`config.mk`:
```
export PLATFORM = sky130hd
export DESIGN_NAME = credit_stream_demux_flat
export DESIGN_NICKNAME = d
export VERILOG_FILES = /design/src/hdl/credit_demux_pkg.sv /design/src/hdl/credit_stream_if.sv /design/src/hdl/credit_stream_demux.sv /design/src/flat_wrapper.sv
export SDC_FILE = /design/constraint.sdc
export NUM_CORES = 1
export LEC_CHECK = 0
export BUFFER_PORTS_ARGS = -buffer_cell sky130_fd_sc_hd__buf_2
export CAP_MARGIN = 0
export CORE_MARGIN = 2
export CORE_UTILIZATION = 40
export DETAILED_ROUTE_END_ITERATION = 16
export GPL_TIMING_DRIVEN = 0
export SLEW_MARGIN = 10
export SYNTH_ARGS = -nofsm -noshare
export SYNTH_HDL_FRONTEND = slang
export SYNTH_SLANG_ARGS = --single-unit
export TNS_END_PERCENT = 50
```
`constraint.sdc`:
```
create_clock -name i_clk -period 8 [get_ports i_clk]
set_input_delay 0.4 -clock i_clk [delete_from_list [all_inputs] [get_ports i_clk]]
set_output_delay 0.4 -clock i_clk [all_outputs]
set_load 0.01 [all_outputs]
```
`src/hdl/credit_demux_pkg.sv`:
```
// Shared constants and helpers for the credit stream demultiplexer ends.
package credit_demux_pkg;
  // Default build settings.
  localparam int NUM_SINK_DEF = 4;
  localparam int SYMBOLS_DEF = 4;
  localparam int SYMBOL_W_DEF = 8;
  localparam int CHAN_W_DEF = 8;
  localparam int ERR_W_DEF = 1;
  localparam int EMPTY_W_DEF = 2;
  localparam int SINK_MAX_CREDIT_DEF = 16;
  localparam int SRC_MAX_CREDIT_DEF = 16;
  localparam int FIFO_DEPTH_DEF = 16;
  // Legal credit limit range.
  localparam int CREDIT_MIN = 1;
  localparam int CREDIT_MAX = 256;
  // Width of an optional field on a port; an absent field keeps one tied-off bit.
  function automatic int port_w(input int use_it, input int w);
    return (use_it != 0 && w > 0) ? w : 1;
  endfunction
  // Steering bits needed to address every sink.
  function automatic int sel_w(input int n);
    return (n > 1) ? $clog2(n) : 1;
  endfunction
  // True when a credit limit is a power of two within the legal range.
  function automatic bit credit_ok(input int c);
    return c >= CREDIT_MIN && c <= CREDIT_MAX && (c & (c - 1)) == 0;
  endfunction
  // Packet tracking states of the source end.
  typedef enum logic [1:0] {
    ST_IDLE = 2'h1,
    ST_PKT = 2'h2
  } pkt_state_t;
endpackage

```
`src/hdl/credit_stream_if.sv`:
```
// Link between the upstream credit source and the demultiplexer.
`timescale 1ns/1ps
`default_nettype none
interface credit_stream_if #(
  parameter int DATA_W = 32,
  parameter int CHAN_W = 8,
  parameter int EMPTY_PW = 2,
  parameter int ERR_PW = 1
);
  logic valid;
  logic [DATA_W-1:0] data;
  logic [CHAN_W-1:0] chan;
  logic sop;
  logic eop;
  logic [EMPTY_PW-1:0] empty;
  logic [ERR_PW-1:0] err;
  logic credit;
  // Source end drives beats and takes credits back.
  modport src (output valid, data, chan, sop, eop, empty, err, input credit);
  // Demultiplexer end takes beats and returns one credit per pulse.
  modport dmx (input valid, data, chan, sop, eop, empty, err, output credit);
endinterface
`default_nettype wire

```
`src/hdl/credit_stream_demux.sv`:
```
// Credit demultiplexer end with its input FIFO.
`timescale 1ns/1ps
`default_nettype none
////////////////////////////////////////////////////////////////////////////////
// Simple FIFO with valid and ready on both sides.
module stream_fifo #(
  parameter int WIDTH = 8,
  parameter int DEPTH = 16
) (
  // Clock and reset.
  input wire logic i_clk,
  input wire logic i_sys_rst,
  // Fill side.
  input wire logic i_valid,
  output logic o_ready,
  input wire logic [WIDTH-1:0] i_data,
  // Drain side.
  output logic o_valid,
  input wire logic i_ready,
  output logic [WIDTH-1:0] o_data
);
  localparam int AW = (DEPTH > 1) ? $clog2(DEPTH) : 1;
  localparam int CW = $clog2(DEPTH + 1);
  logic [WIDTH-1:0] mem [DEPTH];
  logic [AW-1:0] wr_reg;
  logic [AW-1:0] rd_reg;
  logic [CW-1:0] count_reg;
  logic push;
  logic pop;

  // Full and empty follow the occupancy count exactly.
  assign o_ready = count_reg != CW'(DEPTH);
  assign o_valid = count_reg != '0;
  assign o_data = mem[rd_reg];
  assign push = i_valid && o_ready;
  assign pop = o_valid && i_ready;

  // Storage has no reset; only the pointers define contents.
  always_ff @(posedge i_clk) begin
    if (push) begin
      mem[wr_reg] <= i_data;
    end
  end

  // Pointers wrap at the depth, which need not be a power of two.
  always_ff @(posedge i_clk or posedge i_sys_rst) begin
    if (i_sys_rst) begin
      wr_reg <= '0;
      rd_reg <= '0;
    end else begin
      if (push) begin
        wr_reg <= (wr_reg == AW'(DEPTH - 1)) ? '0 : wr_reg + 1'b1;
      end
      if (pop) begin
        rd_reg <= (rd_reg == AW'(DEPTH - 1)) ? '0 : rd_reg + 1'b1;
      end
    end
  end

  // Occupancy.
  always_ff @(posedge i_clk or posedge i_sys_rst) begin
    if (i_sys_rst) begin
      count_reg <= '0;
    end else if (push && !pop) begin
      count_reg <= count_reg + 1'b1;
    end else if (pop && !push) begin
      count_reg <= count_reg - 1'b1;
    end
  end
endmodule // stream_fifo

////////////////////////////////////////////////////////////////////////////////
// What this block does
// - Source always supplies the channel steering field.
// - Channel wide enough to address every sink.
// - Route by low channel bits, ignore upper.
// - Source keeps packets whole; no reassembly here.
// - Steering bits stay constant within a packet.
// - Sink credit limit: power of two, 1-256.
// - Symbols and symbol width 1-1024 each.
// - Channel width 1-128, moot without channel.
// - Error width to 1024; zero means absent. Here a zero width with USE_ERROR set still carries one error bit.
// - Empty width to 1024; zero means absent. Here a zero width with empty enabled still carries one bit.
// - Packet mode carries start, end, empty along.
module credit_stream_demux
  import credit_demux_pkg::*;
#(
  parameter int NUM_SINK = NUM_SINK_DEF,
  parameter int SYMBOLS = SYMBOLS_DEF,
  parameter int SYMBOL_W = SYMBOL_W_DEF,
  parameter int CHAN_W = CHAN_W_DEF,
  parameter int ERR_W = ERR_W_DEF,
  parameter int EMPTY_W = EMPTY_W_DEF,
  parameter int USE_PACKETS = 1,
  parameter int USE_EMPTY = 1,
  parameter int USE_ERROR = 1,
  parameter int SINK_MAX_CREDIT = SINK_MAX_CREDIT_DEF,
  parameter int FIFO_DEPTH = FIFO_DEPTH_DEF
) (
  // Clock and reset.
  input wire logic i_clk,
  input wire logic i_sys_rst,
  // Upstream credit link.
  credit_stream_if.dmx up,
  // Downstream credit returns, one pulse per credit.
  input wire logic [NUM_SINK-1:0] i_sink_credit,
  // Downstream beats, shared payload with one valid per sink.
  output logic [NUM_SINK-1:0] o_sink_valid,
  output logic [SYMBOLS*SYMBOL_W-1:0] o_data,
  output logic [CHAN_W-1:0] o_chan,
  output logic o_sop,
  output logic o_eop,
  output logic [port_w(USE_EMPTY * USE_PACKETS, EMPTY_W)-1:0] o_empty,
  output logic [port_w(USE_ERROR, ERR_W)-1:0] o_err
);
  localparam int DATA_W = SYMBOLS * SYMBOL_W;
  localparam int EMP_PW = port_w(USE_EMPTY * USE_PACKETS, EMPTY_W);
  localparam int ERR_PW = port_w(USE_ERROR, ERR_W);
  localparam int SEL_W = sel_w(NUM_SINK);
  localparam bit SINK_CREDIT_LEGAL = credit_ok(SINK_MAX_CREDIT);
  localparam int CRD_W = $clog2(SINK_MAX_CREDIT) + 1;
  localparam int OWE_W = $clog2(FIFO_DEPTH + 1);
  localparam int PW = 2 + EMP_PW + ERR_PW + CHAN_W + DATA_W;
  localparam int CHAN_LO = DATA_W;
  localparam int ERR_LO = CHAN_LO + CHAN_W;
  localparam int EMP_LO = ERR_LO + ERR_PW;
  localparam int EOP_BIT = EMP_LO + EMP_PW;
  localparam int SOP_BIT = EOP_BIT + 1;

  logic [PW-1:0] in_word;
  logic [PW-1:0] head;
  logic f_in_ready;
  logic f_out_valid;
  logic take;
  logic route_ok;
  logic [SEL_W-1:0] sel;
  logic [NUM_SINK-1:0] has_credit;
  logic [NUM_SINK-1:0] spend;
  logic [OWE_W-1:0] owed_reg;
  logic credit_reg;
  logic [NUM_SINK-1:0] valid_reg;
  logic [DATA_W-1:0] data_reg;
  logic [CHAN_W-1:0] chan_reg;
  logic sop_reg;
  logic eop_reg;
  logic [EMP_PW-1:0] empty_reg;
  logic [ERR_PW-1:0] err_reg;

  ////////////////////////////////////////////////////////////////////////////
  // Input packing; disabled options enter the FIFO as zero.
  // packet fields carried
  assign in_word = {(USE_PACKETS != 0) && up.sop, (USE_PACKETS != 0) && up.eop,
                    (EMP_PW)'((USE_EMPTY * USE_PACKETS != 0) ? up.empty : '0),
                    (ERR_PW)'((USE_ERROR != 0) ? up.err : '0),
                    up.chan, up.data};

  // The FIFO absorbs beats the source already holds credit for.
  stream_fifo #(
    .WIDTH(PW),
    .DEPTH(FIFO_DEPTH)
  ) u_fifo (
    .i_clk(i_clk),
    .i_sys_rst(i_sys_rst),
    .i_valid(up.valid),
    .o_ready(f_in_ready),
    .i_data(in_word),
    .o_valid(f_out_valid),
    .i_ready(take),
    .o_data(head)
  );

  ////////////////////////////////////////////////////////////////////////////
  // Upstream credits: each FIFO slot is granted once, and again when it drains.
  // Granting only while the FIFO has room keeps the source from overrunning it.
  always_ff @(posedge i_clk or posedge i_sys_rst) begin
    if (i_sys_rst) begin
      owed_reg <= OWE_W'(FIFO_DEPTH);
      credit_reg <= 1'b0;
    end else begin
      credit_reg <= (owed_reg != '0) && f_in_ready;
      owed_reg <= owed_reg + OWE_W'(take)
                  - OWE_W'((owed_reg != '0) && f_in_ready);
    end
  end
  assign up.credit = credit_reg;

  ////////////////////////////////////////////////////////////////////////////
  // Steering from the head of the FIFO.
  // channel always used
  assign sel = head[CHAN_LO +: SEL_W];
  assign route_ok = 32'(sel) < NUM_SINK;
  assign take = f_out_valid && SINK_CREDIT_LEGAL
                && (!route_ok || has_credit[sel]);

  // One credit counter per sink, saturating at the limit.
  genvar g;
  generate
    for (g = 0; g < NUM_SINK; g++) begin : g_sink
      logic [CRD_W-1:0] crd_reg;
      assign spend[g] = take && route_ok && (sel == SEL_W'(g));
      assign has_credit[g] = crd_reg != '0;
      always_ff @(posedge i_clk or posedge i_sys_rst) begin
        if (i_sys_rst) begin
          crd_reg <= '0;
        end else if (i_sink_credit[g] && !spend[g]) begin
          if (crd_reg != CRD_W'(SINK_MAX_CREDIT)) begin
            crd_reg <= crd_reg + 1'b1;
          end
        end else if (spend[g] && !i_sink_credit[g]) begin
          crd_reg <= crd_reg - 1'b1;
        end
      end
    end
  endgenerate

  ////////////////////////////////////////////////////////////////////////////
  // Registered downstream beat; valid lasts one cycle per forwarded beat.
  always_ff @(posedge i_clk or posedge i_sys_rst) begin
    if (i_sys_rst) begin
      valid_reg <= '0;
    end else begin
      valid_reg <= spend;
    end
  end

  // Payload is held from the last forwarded beat.
  // forward packet fields
  always_ff @(posedge i_clk or posedge i_sys_rst) begin
    if (i_sys_rst) begin
      data_reg <= '0;
      chan_reg <= '0;
      sop_reg <= 1'b0;
      eop_reg <= 1'b0;
      empty_reg <= '0;
      err_reg <= '0;
    end else if (take && route_ok) begin
      data_reg <= head[DATA_W-1:0];
      chan_reg <= head[CHAN_LO +: CHAN_W];
      err_reg <= head[ERR_LO +: ERR_PW];
      empty_reg <= head[EMP_LO +: EMP_PW];
      eop_reg <= head[EOP_BIT];
      sop_reg <= head[SOP_BIT];
    end
  end

  assign o_sink_valid = valid_reg;
  assign o_data = data_reg;
  assign o_chan = chan_reg;
  assign o_sop = sop_reg;
  assign o_eop = eop_reg;
  assign o_empty = empty_reg;
  assign o_err = err_reg;
endmodule // credit_stream_demux
`default_nettype wire

```
`src/flat_wrapper.sv`:
```
// flat-port wrapper written by rule: the top's interface ports become plain ports
module credit_stream_demux_flat import credit_demux_pkg::*;
#(
  parameter int NUM_SINK = NUM_SINK_DEF,
  parameter int SYMBOLS = SYMBOLS_DEF,
  parameter int SYMBOL_W = SYMBOL_W_DEF,
  parameter int CHAN_W = CHAN_W_DEF,
  parameter int ERR_W = ERR_W_DEF,
  parameter int EMPTY_W = EMPTY_W_DEF,
  parameter int USE_PACKETS = 1,
  parameter int USE_EMPTY = 1,
  parameter int USE_ERROR = 1,
  parameter int SINK_MAX_CREDIT = SINK_MAX_CREDIT_DEF,
  parameter int FIFO_DEPTH = FIFO_DEPTH_DEF
)
  (i_clk, i_sys_rst, i_sink_credit, o_sink_valid, o_data, o_chan, o_sop, o_eop, o_empty, o_err, up_valid, up_data, up_chan, up_sop, up_eop, up_empty, up_err, up_credit);
  credit_stream_if #(.DATA_W((32)), .CHAN_W(CHAN_W), .EMPTY_PW(port_w(1, EMPTY_W_DEF)), .ERR_PW(port_w(1, ERR_W_DEF))) up_i ();
  input wire logic i_clk;
  input wire logic i_sys_rst;
  input wire logic [NUM_SINK-1:0] i_sink_credit;
  output logic [NUM_SINK-1:0] o_sink_valid;
  output logic [SYMBOLS*SYMBOL_W-1:0] o_data;
  output logic [CHAN_W-1:0] o_chan;
  output logic o_sop;
  output logic o_eop;
  output logic [port_w(USE_EMPTY * USE_PACKETS, EMPTY_W)-1:0] o_empty;
  output logic [port_w(USE_ERROR, ERR_W)-1:0] o_err;
  input wire logic [$bits(up_i.valid)-1:0] up_valid;
  input wire logic [$bits(up_i.data)-1:0] up_data;
  input wire logic [$bits(up_i.chan)-1:0] up_chan;
  input wire logic [$bits(up_i.sop)-1:0] up_sop;
  input wire logic [$bits(up_i.eop)-1:0] up_eop;
  input wire logic [$bits(up_i.empty)-1:0] up_empty;
  input wire logic [$bits(up_i.err)-1:0] up_err;
  output wire logic [$bits(up_i.credit)-1:0] up_credit;
  assign up_i.valid = up_valid;
  assign up_i.data = up_data;
  assign up_i.chan = up_chan;
  assign up_i.sop = up_sop;
  assign up_i.eop = up_eop;
  assign up_i.empty = up_empty;
  assign up_i.err = up_err;
  assign up_credit = up_i.credit;
  credit_stream_demux #(.NUM_SINK(NUM_SINK), .SYMBOLS(SYMBOLS), .SYMBOL_W(SYMBOL_W), .CHAN_W(CHAN_W), .ERR_W(ERR_W), .EMPTY_W(EMPTY_W), .USE_PACKETS(USE_PACKETS), .USE_EMPTY(USE_EMPTY), .USE_ERROR(USE_ERROR), .SINK_MAX_CREDIT(SINK_MAX_CREDIT), .FIFO_DEPTH(FIFO_DEPTH)) u_core (.i_clk(i_clk), .i_sys_rst(i_sys_rst), .up(up_i), .i_sink_credit(i_sink_credit), .o_sink_valid(o_sink_valid), .o_data(o_data), .o_chan(o_chan), .o_sop(o_sop), .o_eop(o_eop), .o_empty(o_empty), .o_err(o_err));
endmodule
```
After elaboration in Yosys (flattened, before gate mapping)
Memory sizes are Yosys's and may differ from the RTL's.
Index checks and enable logic that the tools add are counted.
W data, S select, Z words.
{"block": "word_totals", "mem_bits_rw": 720, "out_inout_bits": 50, "mem_count": 1, "word_cells": 110, "inputBits": 52, "ff_bits": 88}
{"block": "op_classes", "n_addsub": 14, "eq_ne": 14, "order_cmp": 1, "reduce_logical": 44, "muxes": 20}
{"memory": "u_core.u_fifo.mem", "depth": 16, "word_bits": 45, "read_ports": 1, "rd_ports_with_merged_regs": 0, "wr": 1, "line": "credit_stream_demux.sv:24", "rtl": "logic [WIDTH-1:0] mem [DEPTH];"}
{"op": "$mux W5", "n": 14}
{"op": "$reduce_bool A5 Y1", "n": 6}
{"op": "$add A5 B1 Y5 const B", "n": 5}
{"op": "$ne A5 B5 Y1 const B", "n": 5}
{"op": "$sub A5 B1 Y5 const B", "n": 5}
{"op": "$logic_and A1 B1 Y1", "n": 18}
{"op": "$logic_not A1 Y1", "n": 10}
{"op": "$reduce_bool A2 Y1", "n": 5}
{"op": "$add A4 B1 Y4 const B", "n": 2}
{"op": "$eq A4 B4 Y1 const B", "n": 2}
{"op": "$mux W4", "n": 2}
{"op": "$ne A2 B2 Y1 const B", "n": 4}
{"op": "$reduce_and A2 Y1", "n": 4}
{"op": "$add A5 B1 Y5", "n": 1}
{"op": "$sub A5 B1 Y5", "n": 1}
{"op": "$eq A2 B2 Y1 const B", "n": 2}
{"op": "$lt A2 B3 Y1 const B", "n": 1}
{"op": "$mux W1", "n": 3}
{"op": "$bmux W1 S2", "n": 1}
{"op": "$eq A2 B1 Y1 const B", "n": 1}
{"op": "$logic_not A2 Y1", "n": 1}

Depth between registers and ports, before layout
{"block": "depth", "depth_word": 9, "mapped_depth": 18, "ltp_nobuf": 14}

Cells and area by module
From an unflattened synthesis, not the netlist that was laid out.
{"block": "hier_totals", "hier_cells": 1711, "hier_area_um2": 32173.4}
{"module": "stream_fifo", "cells_each": 1398, "seq_area_each_um2": 21946.0, "area_per_inst_um2": 28367.2, "instances": 1}
{"module": "credit_stream_demux", "cells_each": 313, "seq_area_each_um2": 1878.1, "area_per_inst_um2": 3806.2, "instances": 1}

Worst setup path before layout
OpenSTA, ideal clock, no wires.
{"block": "synth_timing", "kind": "register to register", "startpoint": "register u_core.u_fifo.count_reg[0]", "endpoint": "memory u_core.u_fifo.mem[1][0] (netlist name) (enable)", "synth_period_minus_slack_ns": 4.757, "n_path_buf": 1, "t_required_ns": 7.497, "path_slack_ns": 3.243, "setup_ns": 0.503, "t_arrival_ns": 4.254, "path_stages_with_launch": 6, "path_cell_list": "dfrtp_1 -> nor4_1 -> a21boi_0 -> clkbuf_1 -> nand2_1 -> nor3_1"}
{"block": "synth_via", "elab_chain_len": 4}
{"element": "start, declared", "line": "credit_stream_demux.sv:27", "rtl": "logic [CW-1:0] count_reg;"}
{"element": "start signal, assigned", "line": "credit_stream_demux.sv:65", "rtl": "count_reg <= count_reg + 1'b1;"}
{"element": "start signal, assigned", "line": "credit_stream_demux.sv:67", "rtl": "count_reg <= count_reg - 1'b1;"}
{"element": "$ne A5 B5 Y1", "line": "credit_stream_demux.sv:32", "rtl": "assign o_ready = count_reg != CW'(DEPTH);"}
{"element": "$logic_and A1 B1 Y1", "line": "credit_stream_demux.sv:35", "rtl": "assign push = i_valid && o_ready;"}
{"element": "named net u_core.u_fifo.push", "line": "credit_stream_demux.sv:28", "rtl": "logic push;"}
{"element": "$mux W1", "line": "credit_stream_demux.sv:40", "rtl": "if (push) begin"}
{"element": "$mux W1 (implied by the code)", "line": "credit_stream_demux.sv:41", "rtl": "mem[wr_reg] <= i_data;"}
{"element": "end, declared", "line": "credit_stream_demux.sv:24"}
The timed path passes the listed nets, and every way through them passes these cells.

Worst setup path after layout
{"block": "layout_timing", "startpoint": "register u_core.u_fifo.rd_reg[2]", "endpoint": "register u_core.owed_reg[4]"}
{"block": "layout_via", "elab_chain_len": 6}
{"element": "start, declared", "line": "credit_stream_demux.sv:26", "rtl": "logic [AW-1:0] rd_reg;"}
{"element": "start signal, assigned", "line": "credit_stream_demux.sv:55", "rtl": "rd_reg <= (rd_reg == AW'(DEPTH - 1)) ? '0 : rd_reg + 1'b1;"}
{"element": "$mem_v2 Z16 W45"}
{"element": "$bmux W1 S2", "line": "credit_stream_demux.sv:193", "rtl": "&& (!route_ok || has_credit[sel]);"}
{"element": "$mux W1 (implied by the code)", "line": "credit_stream_demux.sv:193"}
{"element": "$logic_and A1 B1 Y1", "line": "credit_stream_demux.sv:193"}
{"element": "$add A5 B1 Y5", "line": "credit_stream_demux.sv:181", "rtl": "owed_reg <= owed_reg + OWE_W'(take)"}
{"element": "$sub A5 B1 Y5", "line": "credit_stream_demux.sv:182", "rtl": "- OWE_W'((owed_reg != '0) && f_in_ready);"}
{"element": "end signal, assigned", "line": "credit_stream_demux.sv:177", "rtl": "owed_reg <= OWE_W'(FIFO_DEPTH);"}
{"element": "end signal, assigned", "line": "credit_stream_demux.sv:181"}
{"element": "end, declared", "line": "credit_stream_demux.sv:139", "rtl": "logic [OWE_W-1:0] owed_reg;"}
No other way between the ends. The select of a mux whose other input is x is not followed.
A chain may end at the register's enable or synchronous reset.

==> impl_metrics.env <==
export IMPL_h_tree_depth=3
export IMPL_ys_warn_count=0
export IMPL_die_height_um=285
export IMPL_setup_violations=0
export IMPL_port_buffers=100
export IMPL_final_seq_area_um2=23800
export IMPL_layout_drive_gt1_share_pct=34.3
export IMPL_drc_errors=0
export IMPL_cts_buffers=85
export IMPL_cp_required_ns=8.56
export IMPL_dr_pass1_iters=7
export IMPL_cts_sinks=808
export IMPL_cp_max_fo=10
export IMPL_slowest_stage="fa_1"
export IMPL_netlist_area_um2=31700
export IMPL_async_flop_share_pct=10.9
export IMPL_synth_ff_type="edfxtp_1"
export IMPL_dp_cells=2600
export IMPL_grt_pass1_vias=15700
export IMPL_antenna_found_initial=9
export IMPL_dp_hpwl_um=47200
export IMPL_grtUsageTotal_pct=17.9
export IMPL_dr_first_iter_drc_count=1326
export IMPL_fin_util_pct=47.3
export IMPL_clkTransAtPathRegs_ns=0.06
export IMPL_slew_violations=0
export IMPL_ys_seq_area_share_pct=75.3
export IMPL_viasPerCell=5.42
export IMPL_die_w_um=285
export IMPL_dieArea_um2=81400
export IMPL_rows=103
export IMPL_hold_violations=0
export IMPL_ys_types=60
export IMPL_drt_antenna_violating_nets=0
export IMPL_power_density_nw_per_um2=384
export IMPL_power_uw=14300
export IMPL_path_cells="buf_4 > buf_2 > mux4_2 > mux2i_2 > a22o_4 > o211ai_1 > nand2_2 > buf_6 > buf_8 > inv_2 > ha_1 > inv_1 > ha_1 > fa_1 > a21oi_1 > nor2_1 > nor2_1 > xnor2_1"
export IMPL_start_util_pct=40.3
export IMPL_final_cells=2763
export IMPL_clock_latency_ns=0.66
export IMPL_power_leakage_uw=0.0123
export IMPL_synth_edf_count=720
export IMPL_core_area_um2=78600
export IMPL_worstSetupPathType="register to register"
export IMPL_fill_cells=6462
export IMPL_fmax_ghz=0.237
export IMPL_path_delay_family="buffers and inverters"
export IMPL_syn_nets=1481
export IMPL_critPathArrivalTime_ns=4.78
export IMPL_layout_nets=1725
export IMPL_area_growth_pct=17.4
export IMPL_maxCapViolCount=0
export IMPL_worstSetupEndpointType="register"
export IMPL_multi_input_area_um2=7570
export IMPL_fin_skew_ns=0.0351
export IMPL_period_minus_slack_ns=4.22
export IMPL_largest_reg_flops=720
export IMPL_synth_cells=1396
export IMPL_vdd_ir_drop_max_v=0.000160
export IMPL_clockRootBuffer="clkbuf_16"
export IMPL_critPathBufInv=6
export IMPL_cts_tree="done"
export IMPL_status="finished, final reports clean"
export IMPL_startpoint_type="register"
export IMPL_rsz0062_at_grt="false"
export IMPL_worst_slew_pin_slew_ns=1.15
export IMPL_slowest_delay_ns=0.43
export IMPL_clk_path_buf_depth=3
export IMPL_ctsResizeCount=0
export IMPL_synth_seq_cells=808
export IMPL_grt_max_degree=68
export IMPL_post_cts_buffers=0
export IMPL_post_drt_wl_per_cell_um=26.1
export IMPL_hold_path_class="input pin to register"
export IMPL_dr_total_vias=15000
export IMPL_place_congestion=0.740
export IMPL_fin_hold_ws_ns=0.0639
export IMPL_overflow=0
export IMPL_min_period_over_period_pct=52.8
export IMPL_syn_area_per_cell_um2=22.7
export IMPL_maxSlewHeadroom_pct=23.2
export IMPL_grt_pass1_wl_um=105000
export IMPL_pin_count=102
export IMPL_wl_um=72100
[area by class of cell]
cell class                 count  share of cell area [%]
antenna                        2                  0.0135
clock buffer                 109                    6.05
multi-input combinational    506                    20.4
buffer                        63                   0.795
sequential                   808                    64.1
inverter                      19                   0.205
clock inverter                49                    1.25
tap                         1050                    3.54
timing repair buffer         157                    3.65
[synthesized netlist by cell type, types with 5 or more instances]
library cell,instances,share of area [%]
a21o_1,12,0.28
a21oi_1,17,0.27
a22o_1,7,0.19
buf_1,10,0.12
buf_2,17,0.27
clkbuf_1,30,0.36
dfrtp_1,87,6.9
edfxtp_1,720,68
fa_1,6,0.38
ha_1,27,1.1
inv_1,18,0.21
mux2_1,20,0.71
mux2_2,35,1.2
mux2i_1,9,0.28
mux4_2,223,16
nand2_1,20,0.24
nand2b_1,7,0.14
nand3_1,6,0.095
nor2_1,21,0.25
nor2b_1,6,0.12
nor3_1,6,0.095
nor4_1,5,0.099
o21ai_0,8,0.13
xnor2_1,17,0.47
xor2_1,6,0.17
[worst paths after layout]
check	cells past startpoint	from	slack [ns]	endpoint
worst max-delay path	18	u_core.u_fifo.rd_reg[2]	3.78	u_core.owed_reg[4]
worst min-delay path	2	i_sink_credit[2]	0.06	u_core.g_sink[2].crd_reg[3]
worst max register to register	18	u_core.u_fifo.rd_reg[2]	3.78	u_core.owed_reg[4]
worst min register to register	1	u_core.o_data[4]	0.48	u_core.o_data[4]
max in group asynchronous	4	i_sys_rst	6.98	u_core.owed_reg[4]
min in group asynchronous	3	i_sys_rst	0.28	u_core.o_data[8]
[routing by layer]
metal  track usage, %  part of all wire (%)
met5                0                 0.098
met4             3.90                   1.7
met3             3.55                   5.6
met2             30.1                    50
met1             24.4                    42
[repair_timing]
action                                  4_1_cts  5_1_grt
endpoints found under the setup margin        0        0
endpoints found under the hold margin        22        0
hold buffers                                  2        0
[power breakdown]
part	internal [µW]	switching (µW)	total, µW	leakage [µW]
registers	5220	223	5440	0.00754
logic	2410	2620	5030	0.00348
clock network	2170	1640	3810	0.00132
total	9790	4490	14300	0.0123
[cell usage in the layout, fill, tap and decap left out, types with 7 or more instances in the layout]
master / instances
mux4_2: 223
nor2_4: 12
dfrtp_1: 87
clkbuf_1: 51
a22o_1: 7
mux2_1: 20
mux2_2: 35
a21oi_1: 17
buf_1: 10
edfxtp_1: 720
nand2b_1: 7
buf_2: 117
o21ai_0: 8
buf_6: 10
inv_1: 17
mux2i_1: 9
buf_16: 9
buf_12: 17
nor2_1: 9
clkinv_1: 21
ha_1: 27
clkbuf_16: 85
xnor2_1: 17
nand2_1: 20
buf_4: 24
a21o_1: 12
clkinv_2: 13
[cells by family after synthesis]
| logic type | Yosys count | synth area share, % |
|---|---|---|
| xor+xnor | 23 | 0.636 |
| buf+inv | 82 | 1.16 |
| flops | 808 | 75.3 |
| compound gates | 70 | 1.68 |
| mux | 292 | 18.4 |
| fa+ha+maj | 33 | 1.45 |
| simple gates | 88 | 1.45 |
[metrics by stage]
step                setup TNS [ns]  area, µm²  worst slack, ns
floorplan                        0      31700             3.24
global placement           -214.98      33500            -1.32
detailed placement               0      34400             3.70
CTS                              0      37100             3.69
global route                     0      37200             3.41
finish                           0      37200             3.78
No activity file was read; power rests on OpenSTA's default activity.
